## src/hw/jnvc_defines.vh

```
// Purpose: constants for the JTAG nonvolatile configuration programming block
// Assumes: 8-bit instruction register, TCK sampled by the 100 MHz system clock
// Notes: opcodes, register lengths and erased patterns
`ifndef JNVC_DEFINES_VH
`define JNVC_DEFINES_VH

`define JNVC_IR_LEN 8
`define JNVC_OP_EXTEST 8'h00
`define JNVC_OP_PROG_ENABLE 8'h15
`define JNVC_OP_IDCODE 8'h16
`define JNVC_OP_SIG_READ 8'h17
`define JNVC_OP_SIG_PROGRAM 8'h1a
`define JNVC_OP_SAMPLE 8'h1c
`define JNVC_OP_PROG_DISABLE 8'h1e
`define JNVC_OP_RESET 8'h22
`define JNVC_OP_ERASE_DONE 8'h24
`define JNVC_OP_CFG_VERIFY 8'h28
`define JNVC_OP_CFG_ERASE 8'h29
`define JNVC_OP_CFG_ADDRESS 8'h2b
`define JNVC_OP_CFG_SHIFT 8'h2d
`define JNVC_OP_CFG_PROGRAM 8'h2e
`define JNVC_OP_PROG_DONE 8'h2f
`define JNVC_OP_BYPASS 8'hff

`define JNVC_ADDR_LEN 4
`define JNVC_DATA_LEN 56
`define JNVC_SIG_LEN 32
`define JNVC_ID_LEN 32
`define JNVC_COLUMNS 16
`define JNVC_IR_CAPTURE 8'h01
`define JNVC_ERASED_COL 56'hffffffffffffff
`define JNVC_ERASED_SIG 32'hffffffff

// Rising TCK edges in Run-Test-Idle before an action fires
`define JNVC_RTI_FIRE_EDGE 2'h2

`endif

```

## src/hw/jnvc_top.v

```verilog
// Purpose: TAP controller and instruction decode for nonvolatile programming
// Assumes: tck, tms, tdi are pins sampled by clk (tck far slower than clk)
// Notes: tdo changes after each falling tck edge; storage modelled in flops
`timescale 1ns/1ps
`default_nettype none
`include "jnvc_defines.vh"
// Operation
// - Signature-read loads stored signature into 32-bit shift register on the scan path.
// - Signature-program writes the signature shift register into the stored signature.
// - Erase and program instructions act only while programming mode is on.
// - Program-disable clears programming mode.
// - Test-Logic-Reset also clears programming mode.
// - Reset instruction returns device to near power-on state.
// - Erase-completion-flag instruction clears the done flag.
// - Configuration-verify reads back the addressed column for host comparison.
// - Configuration-erase wipes the whole array on second RTI tck edge.
// - Configuration-address captures a column address for later program or read.
// - Data-shift puts the configuration data register on the scan path.
// - Configuration-program writes shifted data to addressed column on second RTI edge.
// - Program-completion-flag instruction sets the done flag.
// - Opcodes are eight bits with fixed codes.
// - Configuration address register is four bits.
// - Configuration data register is fifty-six bits.
// - Signature shift register is thirty-two bits.
module jnvc_top
#(
	parameter [`JNVC_ID_LEN-1:0] ID_CODE = 32'h00000001 // Arbitrary value
)
(
	input wire clk,
	input wire rstn,
	input wire tck,
	input wire tms,
	input wire tdi,
	output reg tdo,
	output reg tdo_oe,
	output reg prog_mode,
	output reg done_flag,
	output reg device_reset,
	output reg [`JNVC_SIG_LEN-1:0] user_signature_word
);
	// TAP states, one-hot
	localparam [15:0] ST_TLR = 16'h0001;
	localparam [15:0] ST_RTI = 16'h0002;
	localparam [15:0] ST_SDRS = 16'h0004;
	localparam [15:0] ST_CDR = 16'h0008;
	localparam [15:0] ST_SDR = 16'h0010;
	localparam [15:0] ST_E1DR = 16'h0020;
	localparam [15:0] ST_PDR = 16'h0040;
	localparam [15:0] ST_E2DR = 16'h0080;
	localparam [15:0] ST_UDR = 16'h0100;
	localparam [15:0] ST_SIRS = 16'h0200;
	localparam [15:0] ST_CIR = 16'h0400;
	localparam [15:0] ST_SIR = 16'h0800;
	localparam [15:0] ST_E1IR = 16'h1000;
	localparam [15:0] ST_PIR = 16'h2000;
	localparam [15:0] ST_E2IR = 16'h4000;
	localparam [15:0] ST_UIR = 16'h8000;

	wire tck_s;
	wire tms_s;
	wire tdi_s;
	reg tck_d_r;
	reg [15:0] state_r;
	reg [15:0] state_nxt;
	reg [`JNVC_IR_LEN-1:0] ir_sh_r;
	reg [`JNVC_IR_LEN-1:0] ir_r;
	reg bypass_r;
	reg [`JNVC_ID_LEN-1:0] id_sh_r;
	reg [`JNVC_SIG_LEN-1:0] sig_sh_r;
	reg [`JNVC_ADDR_LEN-1:0] addr_sh_r;
	reg [`JNVC_ADDR_LEN-1:0] addr_r;
	reg [`JNVC_DATA_LEN-1:0] data_sh_r;
	reg [1:0] rti_cnt_r;
	reg cfg_wr;
	reg cfg_erase;
	reg dr_out;
	wire [`JNVC_DATA_LEN-1:0] col_rdata;
	wire tck_rise;
	wire tck_fall;
	wire fire;
	wire is_sig;
	wire is_id;
	wire is_addr;
	wire is_data;

	jnvc_sync u_sync_tck (.clk(clk), .rstn(rstn), .din(tck), .dout(tck_s));
	jnvc_sync u_sync_tms (.clk(clk), .rstn(rstn), .din(tms), .dout(tms_s));
	jnvc_sync u_sync_tdi (.clk(clk), .rstn(rstn), .din(tdi), .dout(tdi_s));

	jnvc_cfg_mem u_mem
	(
		.clk(clk),
		.rstn(rstn),
		.wr_en(cfg_wr),
		.erase_all(cfg_erase),
		.addr(addr_r),
		.wdata(data_sh_r),
		.rdata(col_rdata)
	);

	// Edge detect on the synchronised clock only
	assign tck_rise = tck_s & ~tck_d_r;
	assign tck_fall = ~tck_s & tck_d_r;

	// Data register selection by current instruction
	assign is_sig = (ir_r == `JNVC_OP_SIG_READ);
	assign is_id = (ir_r == `JNVC_OP_IDCODE);
	assign is_addr = (ir_r == `JNVC_OP_CFG_ADDRESS);
	assign is_data = (ir_r == `JNVC_OP_CFG_SHIFT) || (ir_r == `JNVC_OP_CFG_VERIFY);

	// Action strobe: second rising tck in RTI, once per stay
	assign fire = tck_rise && state_r == ST_RTI
		&& rti_cnt_r == (`JNVC_RTI_FIRE_EDGE - 2'h1);

	// TAP next state
	always @*
	begin
		state_nxt = state_r;
		case (state_r)
			ST_TLR: state_nxt = tms_s ? ST_TLR : ST_RTI;
			ST_RTI: state_nxt = tms_s ? ST_SDRS : ST_RTI;
			ST_SDRS: state_nxt = tms_s ? ST_SIRS : ST_CDR;
			ST_CDR: state_nxt = tms_s ? ST_E1DR : ST_SDR;
			ST_SDR: state_nxt = tms_s ? ST_E1DR : ST_SDR;
			ST_E1DR: state_nxt = tms_s ? ST_UDR : ST_PDR;
			ST_PDR: state_nxt = tms_s ? ST_E2DR : ST_PDR;
			ST_E2DR: state_nxt = tms_s ? ST_UDR : ST_SDR;
			ST_UDR: state_nxt = tms_s ? ST_SDRS : ST_RTI;
			ST_SIRS: state_nxt = tms_s ? ST_TLR : ST_CIR;
			ST_CIR: state_nxt = tms_s ? ST_E1IR : ST_SIR;
			ST_SIR: state_nxt = tms_s ? ST_E1IR : ST_SIR;
			ST_E1IR: state_nxt = tms_s ? ST_UIR : ST_PIR;
			ST_PIR: state_nxt = tms_s ? ST_E2IR : ST_PIR;
			ST_E2IR: state_nxt = tms_s ? ST_UIR : ST_SIR;
			ST_UIR: state_nxt = tms_s ? ST_SDRS : ST_RTI;
			default: state_nxt = ST_TLR;
		endcase
	end

	// Action decode; gated by programming mode so nothing fires outside it
	always @*
	begin
		cfg_wr = fire && prog_mode && ir_r == `JNVC_OP_CFG_PROGRAM;
		cfg_erase = fire && prog_mode && ir_r == `JNVC_OP_CFG_ERASE;
	end

	// Serial output mux for the selected register
	always @*
	begin
		if (state_r == ST_SIR)
			dr_out = ir_sh_r[0];
		else if (is_sig)
			dr_out = sig_sh_r[0];
		else if (is_id)
			dr_out = id_sh_r[0];
		else if (is_addr)
			dr_out = addr_sh_r[0];
		else if (is_data)
			dr_out = data_sh_r[0];
		else
			dr_out = bypass_r;
	end

	// TAP state and clock history
	always @(posedge clk or negedge rstn)
	begin
		if (!rstn)
		begin
			tck_d_r <= 1'b0;
			state_r <= ST_TLR;
		end
		else
		begin
			tck_d_r <= tck_s;
			if (tck_rise)
				state_r <= state_nxt;
		end
	end

	// Instruction register; TLR forces IDCODE default
	always @(posedge clk or negedge rstn)
	begin
		if (!rstn)
		begin
			ir_sh_r <= `JNVC_IR_CAPTURE;
			ir_r <= `JNVC_OP_IDCODE;
		end
		else if (tck_rise)
		begin
			if (state_r == ST_TLR)
				ir_r <= `JNVC_OP_IDCODE;
			else if (state_r == ST_CIR)
				ir_sh_r <= `JNVC_IR_CAPTURE;
			else if (state_r == ST_SIR)
				ir_sh_r <= {tdi_s, ir_sh_r[`JNVC_IR_LEN-1:1]};
			else if (state_r == ST_UIR)
				ir_r <= ir_sh_r;
		end
	end

	// Data registers: capture and shift
	always @(posedge clk or negedge rstn)
	begin
		if (!rstn)
		begin
			bypass_r <= 1'b0;
			id_sh_r <= {`JNVC_ID_LEN{1'b0}};
			sig_sh_r <= {`JNVC_SIG_LEN{1'b0}};
			addr_sh_r <= {`JNVC_ADDR_LEN{1'b0}};
			data_sh_r <= {`JNVC_DATA_LEN{1'b0}};
		end
		else if (tck_rise && state_r == ST_CDR)
		begin
			bypass_r <= 1'b0;
			id_sh_r <= ID_CODE;
			if (is_sig)
				sig_sh_r <= user_signature_word;
			if (ir_r == `JNVC_OP_CFG_VERIFY)
				data_sh_r <= col_rdata;
		end
		else if (tck_rise && state_r == ST_SDR)
		begin
			bypass_r <= tdi_s;
			if (is_id)
				id_sh_r <= {tdi_s, id_sh_r[`JNVC_ID_LEN-1:1]};
			if (is_sig)
				sig_sh_r <= {tdi_s, sig_sh_r[`JNVC_SIG_LEN-1:1]};
			if (is_addr)
				addr_sh_r <= {tdi_s, addr_sh_r[`JNVC_ADDR_LEN-1:1]};
			if (is_data)
				data_sh_r <= {tdi_s, data_sh_r[`JNVC_DATA_LEN-1:1]};
		end
	end

	// Column address latched at Update-DR
	always @(posedge clk or negedge rstn)
	begin
		if (!rstn)
			addr_r <= {`JNVC_ADDR_LEN{1'b0}};
		else if (tck_rise && state_r == ST_UDR && is_addr)
			addr_r <= addr_sh_r;
	end

	// Count rising tck edges spent in RTI, saturating at the fire edge
	always @(posedge clk or negedge rstn)
	begin
		if (!rstn)
			rti_cnt_r <= 2'h0;
		else if (tck_rise)
		begin
			if (state_r != ST_RTI)
				rti_cnt_r <= 2'h0;
			else if (rti_cnt_r != `JNVC_RTI_FIRE_EDGE)
				rti_cnt_r <= rti_cnt_r + 2'h1;
		end
	end

	// Programming mode, done flag, signature store and reset pulse
	always @(posedge clk or negedge rstn)
	begin
		if (!rstn)
		begin
			prog_mode <= 1'b0;
			done_flag <= 1'b0;
			device_reset <= 1'b0;
			user_signature_word <= `JNVC_ERASED_SIG;
		end
		else
		begin
			device_reset <= 1'b0;
			// Level test, so mode drops on entry to reset state, not a tck later
			if (state_r == ST_TLR)
				prog_mode <= 1'b0;
			else if (tck_rise && state_r == ST_UIR)
			begin
				if (ir_sh_r == `JNVC_OP_PROG_ENABLE)
					prog_mode <= 1'b1;
				else if (ir_sh_r == `JNVC_OP_PROG_DISABLE)
					prog_mode <= 1'b0;
				else if (ir_sh_r == `JNVC_OP_RESET)
					device_reset <= 1'b1;
			end
			if (fire && prog_mode)
			begin
				if (ir_r == `JNVC_OP_PROG_DONE)
					done_flag <= 1'b1;
				else if (ir_r == `JNVC_OP_ERASE_DONE)
					done_flag <= 1'b0;
				else if (ir_r == `JNVC_OP_SIG_PROGRAM)
					user_signature_word <= sig_sh_r;
			end
		end
	end

	// TDO updates on falling tck, driven only in shift states
	always @(posedge clk or negedge rstn)
	begin
		if (!rstn)
		begin
			tdo <= 1'b0;
			tdo_oe <= 1'b0;
		end
		else if (tck_fall)
		begin
			tdo <= dr_out;
			tdo_oe <= (state_r == ST_SDR) || (state_r == ST_SIR);
		end
	end
endmodule
`default_nettype wire

```

## src/hw/jnvc_sync.v

```verilog
// Purpose: two-flop synchroniser for one pin
// Assumes: input asynchronous to clk
// Notes: first stage is read only by the second
`timescale 1ns/1ps
`default_nettype none
module jnvc_sync
(
	input wire clk,
	input wire rstn,
	input wire din,
	output reg dout
);
	reg meta_r;

	// Plain double register
	always @(posedge clk or negedge rstn)
	begin
		if (!rstn)
		begin
			meta_r <= 1'b0;
			dout <= 1'b0;
		end
		else
		begin
			meta_r <= din;
			dout <= meta_r;
		end
	end
endmodule
`default_nettype wire

```

## src/hw/jnvc_cfg_mem.v

```verilog
// Purpose: nonvolatile configuration column store, 16 x 56
// Assumes: single write port, registered read
// Notes: erase sets every column to the erased pattern
`timescale 1ns/1ps
`default_nettype none
`include "jnvc_defines.vh"
module jnvc_cfg_mem
(
	input wire clk,
	input wire rstn,
	input wire wr_en,
	input wire erase_all,
	input wire [`JNVC_ADDR_LEN-1:0] addr,
	input wire [`JNVC_DATA_LEN-1:0] wdata,
	output reg [`JNVC_DATA_LEN-1:0] rdata
);
	reg [`JNVC_DATA_LEN-1:0] mem_r [0:`JNVC_COLUMNS-1];
	integer i;

	// Erase wins over a write in the same cycle; read data registered
	always @(posedge clk or negedge rstn)
	begin
		if (!rstn)
		begin
			rdata <= `JNVC_ERASED_COL;
			for (i = 0; i < `JNVC_COLUMNS; i = i + 1)
				mem_r[i] <= `JNVC_ERASED_COL;
		end
		else
		begin
			if (erase_all)
			begin
				for (i = 0; i < `JNVC_COLUMNS; i = i + 1)
					mem_r[i] <= `JNVC_ERASED_COL;
			end
			else if (wr_en)
				mem_r[addr] <= wdata;
			rdata <= mem_r[addr];
		end
	end
endmodule
`default_nettype wire

```

## config.mk

```make
export PLATFORM = sky130hd
export DESIGN_NAME = jnvc_top
export DESIGN_NICKNAME = d
export VERILOG_FILES = /design/src/hw/jnvc_top.v /design/src/hw/jnvc_sync.v /design/src/hw/jnvc_cfg_mem.v
export VERILOG_INCLUDE_DIRS = /design/src /design/src/hw
export SDC_FILE = /design/constraint.sdc
export NUM_CORES = 2
export LEC_CHECK = 0
export ABC_AREA = 1
export BUFFER_PORTS_ARGS = -buffer_cell sky130_fd_sc_hd__buf_2
export CAP_MARGIN = 20
export CORE_AREA = 2 2 323 325
export CTS_CLUSTER_DIAMETER = 100
export DETAILED_ROUTE_END_ITERATION = 16
export DIE_AREA = 0 0 325 327
export PLACE_DENSITY = 0.7
export SLEW_MARGIN = 5
export SYNTH_ARGS = -nofsm -noshare
export SYNTH_HDL_FRONTEND = slang
export SYNTH_SLANG_ARGS = --single-unit
```

## constraint.sdc

```tcl
create_clock -name clk -period 2.7 [get_ports clk]
set_clock_uncertainty 0.15 [all_clocks]
set_input_delay 0.54 -clock clk [delete_from_list [all_inputs] [get_ports clk]]
set_output_delay 0.54 -clock clk [all_outputs]
set_load 0.03 [all_outputs]
```

# After elaboration in Yosys (flattened, before gate mapping)
# Index checks and enable logic that the tools add are counted.
[classes] addsub=1 n_mul=0 n_div=0 order_cmp=2 n_eq_ne=37 shift=0 n_mux=58 bitwise=9 reduce_logical=36
[op_table] op="$mux W896" n=2
[op_table] op="$bwmux W896" n=1
[op_table] op="$mux W56" n=7
[op_table] op="$bmux W56 S4" n=1
[op_table] op="$demux W56 S4" n=1
[op_table] op="$mux W32" n=7
[op_table] op="$pmux W16 S12" n=1
[op_table] op="$eq A8 B6 Y1 const B" n=8
[op_table] op="$mux W8" n=7
[op_table] op="$eq A8 B5 Y1 const B" n=5
[op_table] op="$mux W16" n=2
[op_table] op="$mux W1" n=18
[op_table] op="$mux W9" n=2
[op_table] op="$reduce_bool A2 Y1" n=9
[op_table] op="$eq A16 B1 Y1 const B" n=1
[op_table] op="$eq A16 B10 Y1 const B" n=1
[op_table] op="$eq A16 B11 Y1 const B" n=1
[op_table] op="$eq A16 B12 Y1 const B" n=1
[op_table] op="$eq A16 B13 Y1 const B" n=1
[op_table] op="$eq A16 B14 Y1 const B" n=1
[op_table] op="$eq A16 B15 Y1 const B" n=1
[op_table] op="$eq A16 B16 Y1 const B" n=1
[op_table] op="$eq A16 B2 Y1 const B" n=1
[op_table] op="$eq A16 B3 Y1 const B" n=1
[op_table] op="other kinds (31)" n=62
[totals] regBits=1159 latchBits=0 ramBits=0 rom_bits=0 in_bits=5 out_inout_bits=37 wordCells=183 mem_count=0

# Logic depth before layout (Yosys ltp)
[logic_depth] word_depth=8 depth_mapped=15 ltp_nobuf=12

# By module
# From an unflattened synthesis, not the netlist that was laid out.
[hier_totals] hier_cells=7068 hier_area_um2=54965.2
[by_module_without_submodules] module="jnvc_cfg_mem" n_inst=1 cells_each=5804 area_per_inst_um2=44970.6 seq_area_each_um2=25014.0
[by_module_without_submodules] module="jnvc_top" n_inst=1 cells_each=1258 area_per_inst_um2=9844.4 seq_area_each_um2=5076.1
[by_module_without_submodules] module="jnvc_sync" n_inst=3 cells_each=2 area_per_inst_um2=50.0 seq_area_each_um2=50.0

# Worst setup path before layout
# Ideal clock, no wire load.
[synth_path] path_type="reg-to-reg" startpoint="register state_r[11]" endpoint="register u_mem.mem_r[603] (netlist bit)" setup_time_ns=0.072 t_arrival_ns=1.874 required_ns=2.478 path_slack_ns=0.604 stages_incl_launch_ff=14 path_buffers=3 synth_period_minus_slack_ns=2.096 cell_sequence="dfrtp_1 nor2_1 nand2_2 nor2_8 nand3b_4 nor2_8 nand2_4 buf_6 nand2_2 buf_4 buf_2 nand3_1 nand2_1 inv_1"
[synth_between] elab_chain_cells=6 elab_cells_between_ends=8 cone_classes="1 x eq/ne; 1 x mux; 6 x reduce/logical"
[synth_rtl] item="start, declared" line="jnvc_top.v:64" rtl="reg [15:0] state_r;"
[synth_rtl] item="start signal, assigned" line="jnvc_top.v:177" rtl="state_r <= state_nxt;"
[synth_rtl] item="$eq A16 B2 Y1 *" line="jnvc_top.v:113" rtl="assign fire = tck_rise && state_r == ST_RTI"
[synth_rtl] item="$logic_and A1 B1 Y1 * (2 in series)" line="jnvc_top.v:113"
[synth_rtl] item="$logic_and A1 B1 Y1 *" line="jnvc_top.v:144, jnvc_top.v:145"
[synth_rtl] item="$logic_and A1 B1 Y1 (no line)"
[synth_rtl] item="$mux W896 / $reduce_bool A2 Y1 (equally long branches)"
[synth_rtl] item="end signal, assigned by index" line="jnvc_cfg_mem.v:27" rtl="mem_r[i] <= `JNVC_ERASED_COL;"
[synth_rtl] item="end signal, assigned by index" line="jnvc_cfg_mem.v:34" rtl="mem_r[i] <= `JNVC_ERASED_COL;"
[synth_rtl] item="end signal, assigned by index" line="jnvc_cfg_mem.v:37" rtl="mem_r[addr] <= wdata;"
[synth_rtl] item="end, declared" line="jnvc_cfg_mem.v:17" rtl="reg [`JNVC_DATA_LEN-1:0] mem_r [0:`JNVC_COLUMNS-1];"
# Every way passes the cells marked *; elsewhere a longest branch is shown, timed or not.
# A chain may end at the register's enable or synchronous reset.

# Final worst setup path
[layout_path] startpoint="register ir_r[6]" endpoint="register u_mem.mem_r[752] (netlist bit)"
[layout_between] elab_chain_cells=3 elab_cells_between_ends=6 cone_classes="2 x eq/ne; 1 x mux; 3 x reduce/logical"
[layout_rtl] item="start, declared" line="jnvc_top.v:67" rtl="reg [`JNVC_IR_LEN-1:0] ir_r;"
[layout_rtl] item="start signal, assigned" line="jnvc_top.v:187" rtl="ir_r <= `JNVC_OP_IDCODE;"
[layout_rtl] item="start signal, assigned" line="jnvc_top.v:192" rtl="ir_r <= `JNVC_OP_IDCODE;"
[layout_rtl] item="start signal, assigned" line="jnvc_top.v:198" rtl="ir_r <= ir_sh_r;"
[layout_rtl] item="$eq A8 B6 Y1 (no line)"
[layout_rtl] item="$logic_and A1 B1 Y1 (no line)"
[layout_rtl] item="$mux W896 / $reduce_bool A2 Y1 (equally long branches)"
# Parallel ways exist; a longest one is shown, timed or not.

==> results.md <==
- Xor/xnor cell area share of the yosys netlist: 0%
- Max Cap Viol: 0
- WL/cell: approximately 17 um
- Critical Path Max Stage Delay: about 0.4 ns
- Critical path peak fanout: 53
- IO buf count: 41
- PwrDens: between 500 and 600 nW/um^2
- Num Clock Sinks: approximately 1,200
- Starting Density: a little over half
- Post-DP Area: about 60,000 sq um
- Largest net degree at the start of global routing: 120
- Detail Placement HPWL: approximately 80,000 um
- Setup violators final: 0
- Hold Vio Cnt, Final: 0
- CTS tree: done
- Via count: about 45,000
- Detail Route Antenna Nets: 0
- Layout cell share with drive strength beyond 1: 20.3%
- Met2 Track Usage GR: a little under half
- Crit path launch type: flop
- Worst Tran Pin Value: between 1 and 1.5 ns
- CP delay by family, top: simple AND/OR/NAND/NOR gates
- #FFs+latches synth: approximately 1,200
- Post-Synth Simple-Gate Area: between 10 and 15%
- Setup slack, reg-to-reg: ~0.015 ns
- Stages on worst setup path: 10
- Final instance area: 62,500 sq um
- Via/cell ratio: 5.29
- CP Data Arrival Time: 3.18 ns
- Syn_nets: ~7,100
- Leak: about 35 nW
- Fill count: approximately 8,900
- Cells after synthesis: approximately 7,000
- Yosys warnings: 0
- Setup CP Type: reg -> reg
- Post-synthesis sequential area ratio: between 50% and 60%
- Row count: 118
- Mapped Area: ~56,000 sq um
- RSZ-0062 raised after global routing: true
- Pwr Total: about 35 mW
- Worst hold path class: in -> async
- Syn avg cell area: 7.93 sq um
- Die Width: 325 um
- RR Endpoint: u_mem.mem_r[752]
- Final setup TNS: 0 ns
- Post-Synth Adder-Cell Area: less than 1%
- Placeable Area: roughly 100,000 sq um
- Crit share post-route: approximately 99%
- Critical path data required time: ~3.2 ns
- TritonCTS Buffers: between 100 and 150
- Slew Limit Headroom: 30.4%
- DIE AREA: 106,000 sq um
- Max Fclk: 0.372 GHz
- Area fraction in compound gates after synthesis: 18.0%
- I/O pin count: 42
- Clock buffer depth: 3
- GRT met1 Usage: 37.3%
- Multiplexer share of the synthesized area: 0%
- Crit-path cells: inv_1, nand2_1, nor2_2, nand3_2, inv_2, nand2_4, buf_12, nand2_1, o21ai_0, inv_1
- Clock slew at reported path FFs: ~0.060 ns
- Status: complete, no violations
- Initial antenna violation count: 1
- Largest family of logic cells by synthesized area: compound AO/OA/AOI/OAI gates
- Critical Path End Type: flop
- Post-synth cell types: 33
- Routed wire length: roughly 150,000 um
- Worst vdd ir: ~0.52 mV
- ANT cells: 0
- Final nets: approximately 7,000
- First-pass GRT wire length: between 200,000 and 250,000 um
- Global routing's busiest layer: met2
- Pre-Repair DR Iteration Count: 6
- Gr usage total: approximately 28%
- Initial DRC Count: 3,617
- Fin. max-slew vios: 0
- Drt drc: 0
- Reg2reg path depth: 10
- Congestion Overflow GR: 0
- CTS H-tree lvls: 3
- DIE HEIGHT: 327 um
- GR Util met3: around 3.6%
- Final min period: 2.69 ns
- Later-pin clock latency in the skew report: about 0.73 ns
- Root Driver: clkbuf_16
- R2r startpoint: ir_r[6]
- CP max-delay cell: nand2_1
- Worst Setup EP: u_mem.mem_r[752]
- Synth-to-layout area growth: 11.0%
- Setup crit start: ir_r[6]
- GP Congestion: 0.812
- Worst path bufs/invs: 4
- Vias in the first global route: around 43,000
-- synthesized netlist by cell type --
cell         n  share of area [%]
clkbuf_2    40               0.36
buf_2       81               0.72
nand2_1   1345                9.0
nor3_1      17               0.15
nor4_1       2              0.022
o22ai_1    445                4.9
inv_1     1974                 13
nand3b_4     1              0.036
a21oi_1     40               0.36
o211ai_2     1              0.022
nor2_2       1              0.011
clkbuf_1   279                1.9
buf_4        9               0.12
dfstp_2    989                 46
a31oi_1      3              0.033
nand3_2      3              0.053
buf_6       14               0.28
ha_1         2              0.044
nand2_2      3              0.033
o31ai_1      1              0.013
nand3_1     96               0.85
o21ai_1     49               0.44
dfrtp_1    170                7.6
nand2_4      1              0.020
o21ai_0   1320                 12
buf_1       27               0.18
a21oi_4      1              0.029
o211ai_4     7               0.26
o211ai_1     9               0.12
inv_2        7              0.047
nand4_1     62               0.69
nor2_1      91               0.61
nor2_8       2              0.071
-- where the power goes --
part           internal (mW)  total, mW  leakage, nW  switching [mW]
Sequential              17.5       17.6         12.5          0.0572
Combinational          0.213      0.888         20.4           0.675
Clock                   9.42       16.3         1.92            6.93
-- kinds of logic after synthesis --
group                      Yosys count
buffers and inverters             2431
DFF                               1159
adders and majority gates            2
AOI/OAI and AO/OA                 1876
and+or+nand+nor                   1624
-- repair_timing --
| item | 4_1_cts | 5_1_grt |
|---|---|---|
| resized for setup | 0 | 29 |
| hold buffers | 4 | 0 |
| endpoints found under the setup margin | 0 | 594 |
| hold endpoints to repair | 65 | 0 |
| setup buffers | 0 | 9 |
-- through the flow --
step                util [%]  cells  worst slack (ns)  hold slack, ns
floorplan                  -   7092             0.604          0.0944
global placement        56.7   8217             0.129           0.184
detailed placement      56.7   8217            0.0663           0.193
CTS                     60.6   8450           0.00429           0.136
global route            60.7   8460            -0.164           0.171
finish                  60.7   8460            0.0150           0.154
-- registers in the layout, summed over array words and instances (netlist names), 2 cells and up --
signal,flops
addr_r,4
addr_sh_r,4
rti_cnt_r,2
ir_r,8
u_mem.mem_r,896
state_r,16
u_mem.rdata,56
ir_sh_r,8
sig_sh_r,32
user_signature_word,32
id_sh_r,32
data_sh_r,56
-- worst min-delay path by stage --
stage | slack, ns | end | startpoint
4_1_cts | 0.14 | id_sh_r[17] | rstn
2_1_floorplan | 0.09 | addr_r[0] | rstn
3_5_place_dp | 0.19 | u_sync_tck.dout | u_sync_tck.meta_r
6_report | 0.15 | id_sh_r[20] | rstn
3_3_place_gp | 0.18 | u_sync_tms.dout | u_sync_tms.meta_r
5_1_grt | 0.17 | id_sh_r[18] | rstn
-- cells in the final DEF (no fill, tap or decap), types with 2 or more instances in the layout --
master	n
a21oi_1	39
a21oi_4	2
a31oi_1	3
buf_12	71
buf_2	40
buf_4	90
bufinv_16	3
clkbuf_1	43
clkbuf_16	124
clkbuf_8	26
clkinv_1	6
clkinv_2	22
dfrtp_1	170
dfstp_2	989
dlygate4sd3_1	4
ha_1	2
inv_1	1971
inv_2	7
inv_6	3
inv_8	2
nand2_1	1318
nand2_2	26
nand2_4	4
nand3_1	94
nand3_2	4
nand4_1	62
nor2_1	88
nor2_2	2
nor2_4	2
nor2_8	2
nor3_1	17
nor4_1	2
o211ai_1	9
o211ai_4	8
o21ai_0	1319
o21ai_1	50
o22ai_1	445
-- final cells by class --
class | instances | area [sq um] | share of cell area [%]
clock buffer | 193 | 3620 | 5.80
clock inverter | 36 | 273 | 0.437
inverter | 1981 | 7460 | 11.9
multi-input combinational | 3503 | 16800 | 26.8
sequential | 1159 | 30200 | 48.4
tap | 1380 | 1730 | 2.76
timing repair buffer | 208 | 2390 | 3.83
-- worst reg2reg max path, delay by kind of cell, from the launching register on --
| kind | cells | cell delay, ns |
|---|---|---|
| AOI/OAI and AO/OA | 1 | 0.18 |
| buffers and inverters | 4 | 0.75 |
| DFF | 1 | 0.36 |
| and+or+nand+nor | 5 | 1.16 |
-- layer usage --
metal | up-vias | wire, um
met5 | - | 0
met4 | 0 | 3860
met3 | 286 | 10000
met2 | 1508 | 69400
met1 | 21534 | 63000
li1 | 21421 | -
Power figures use the tool's default switching activity.
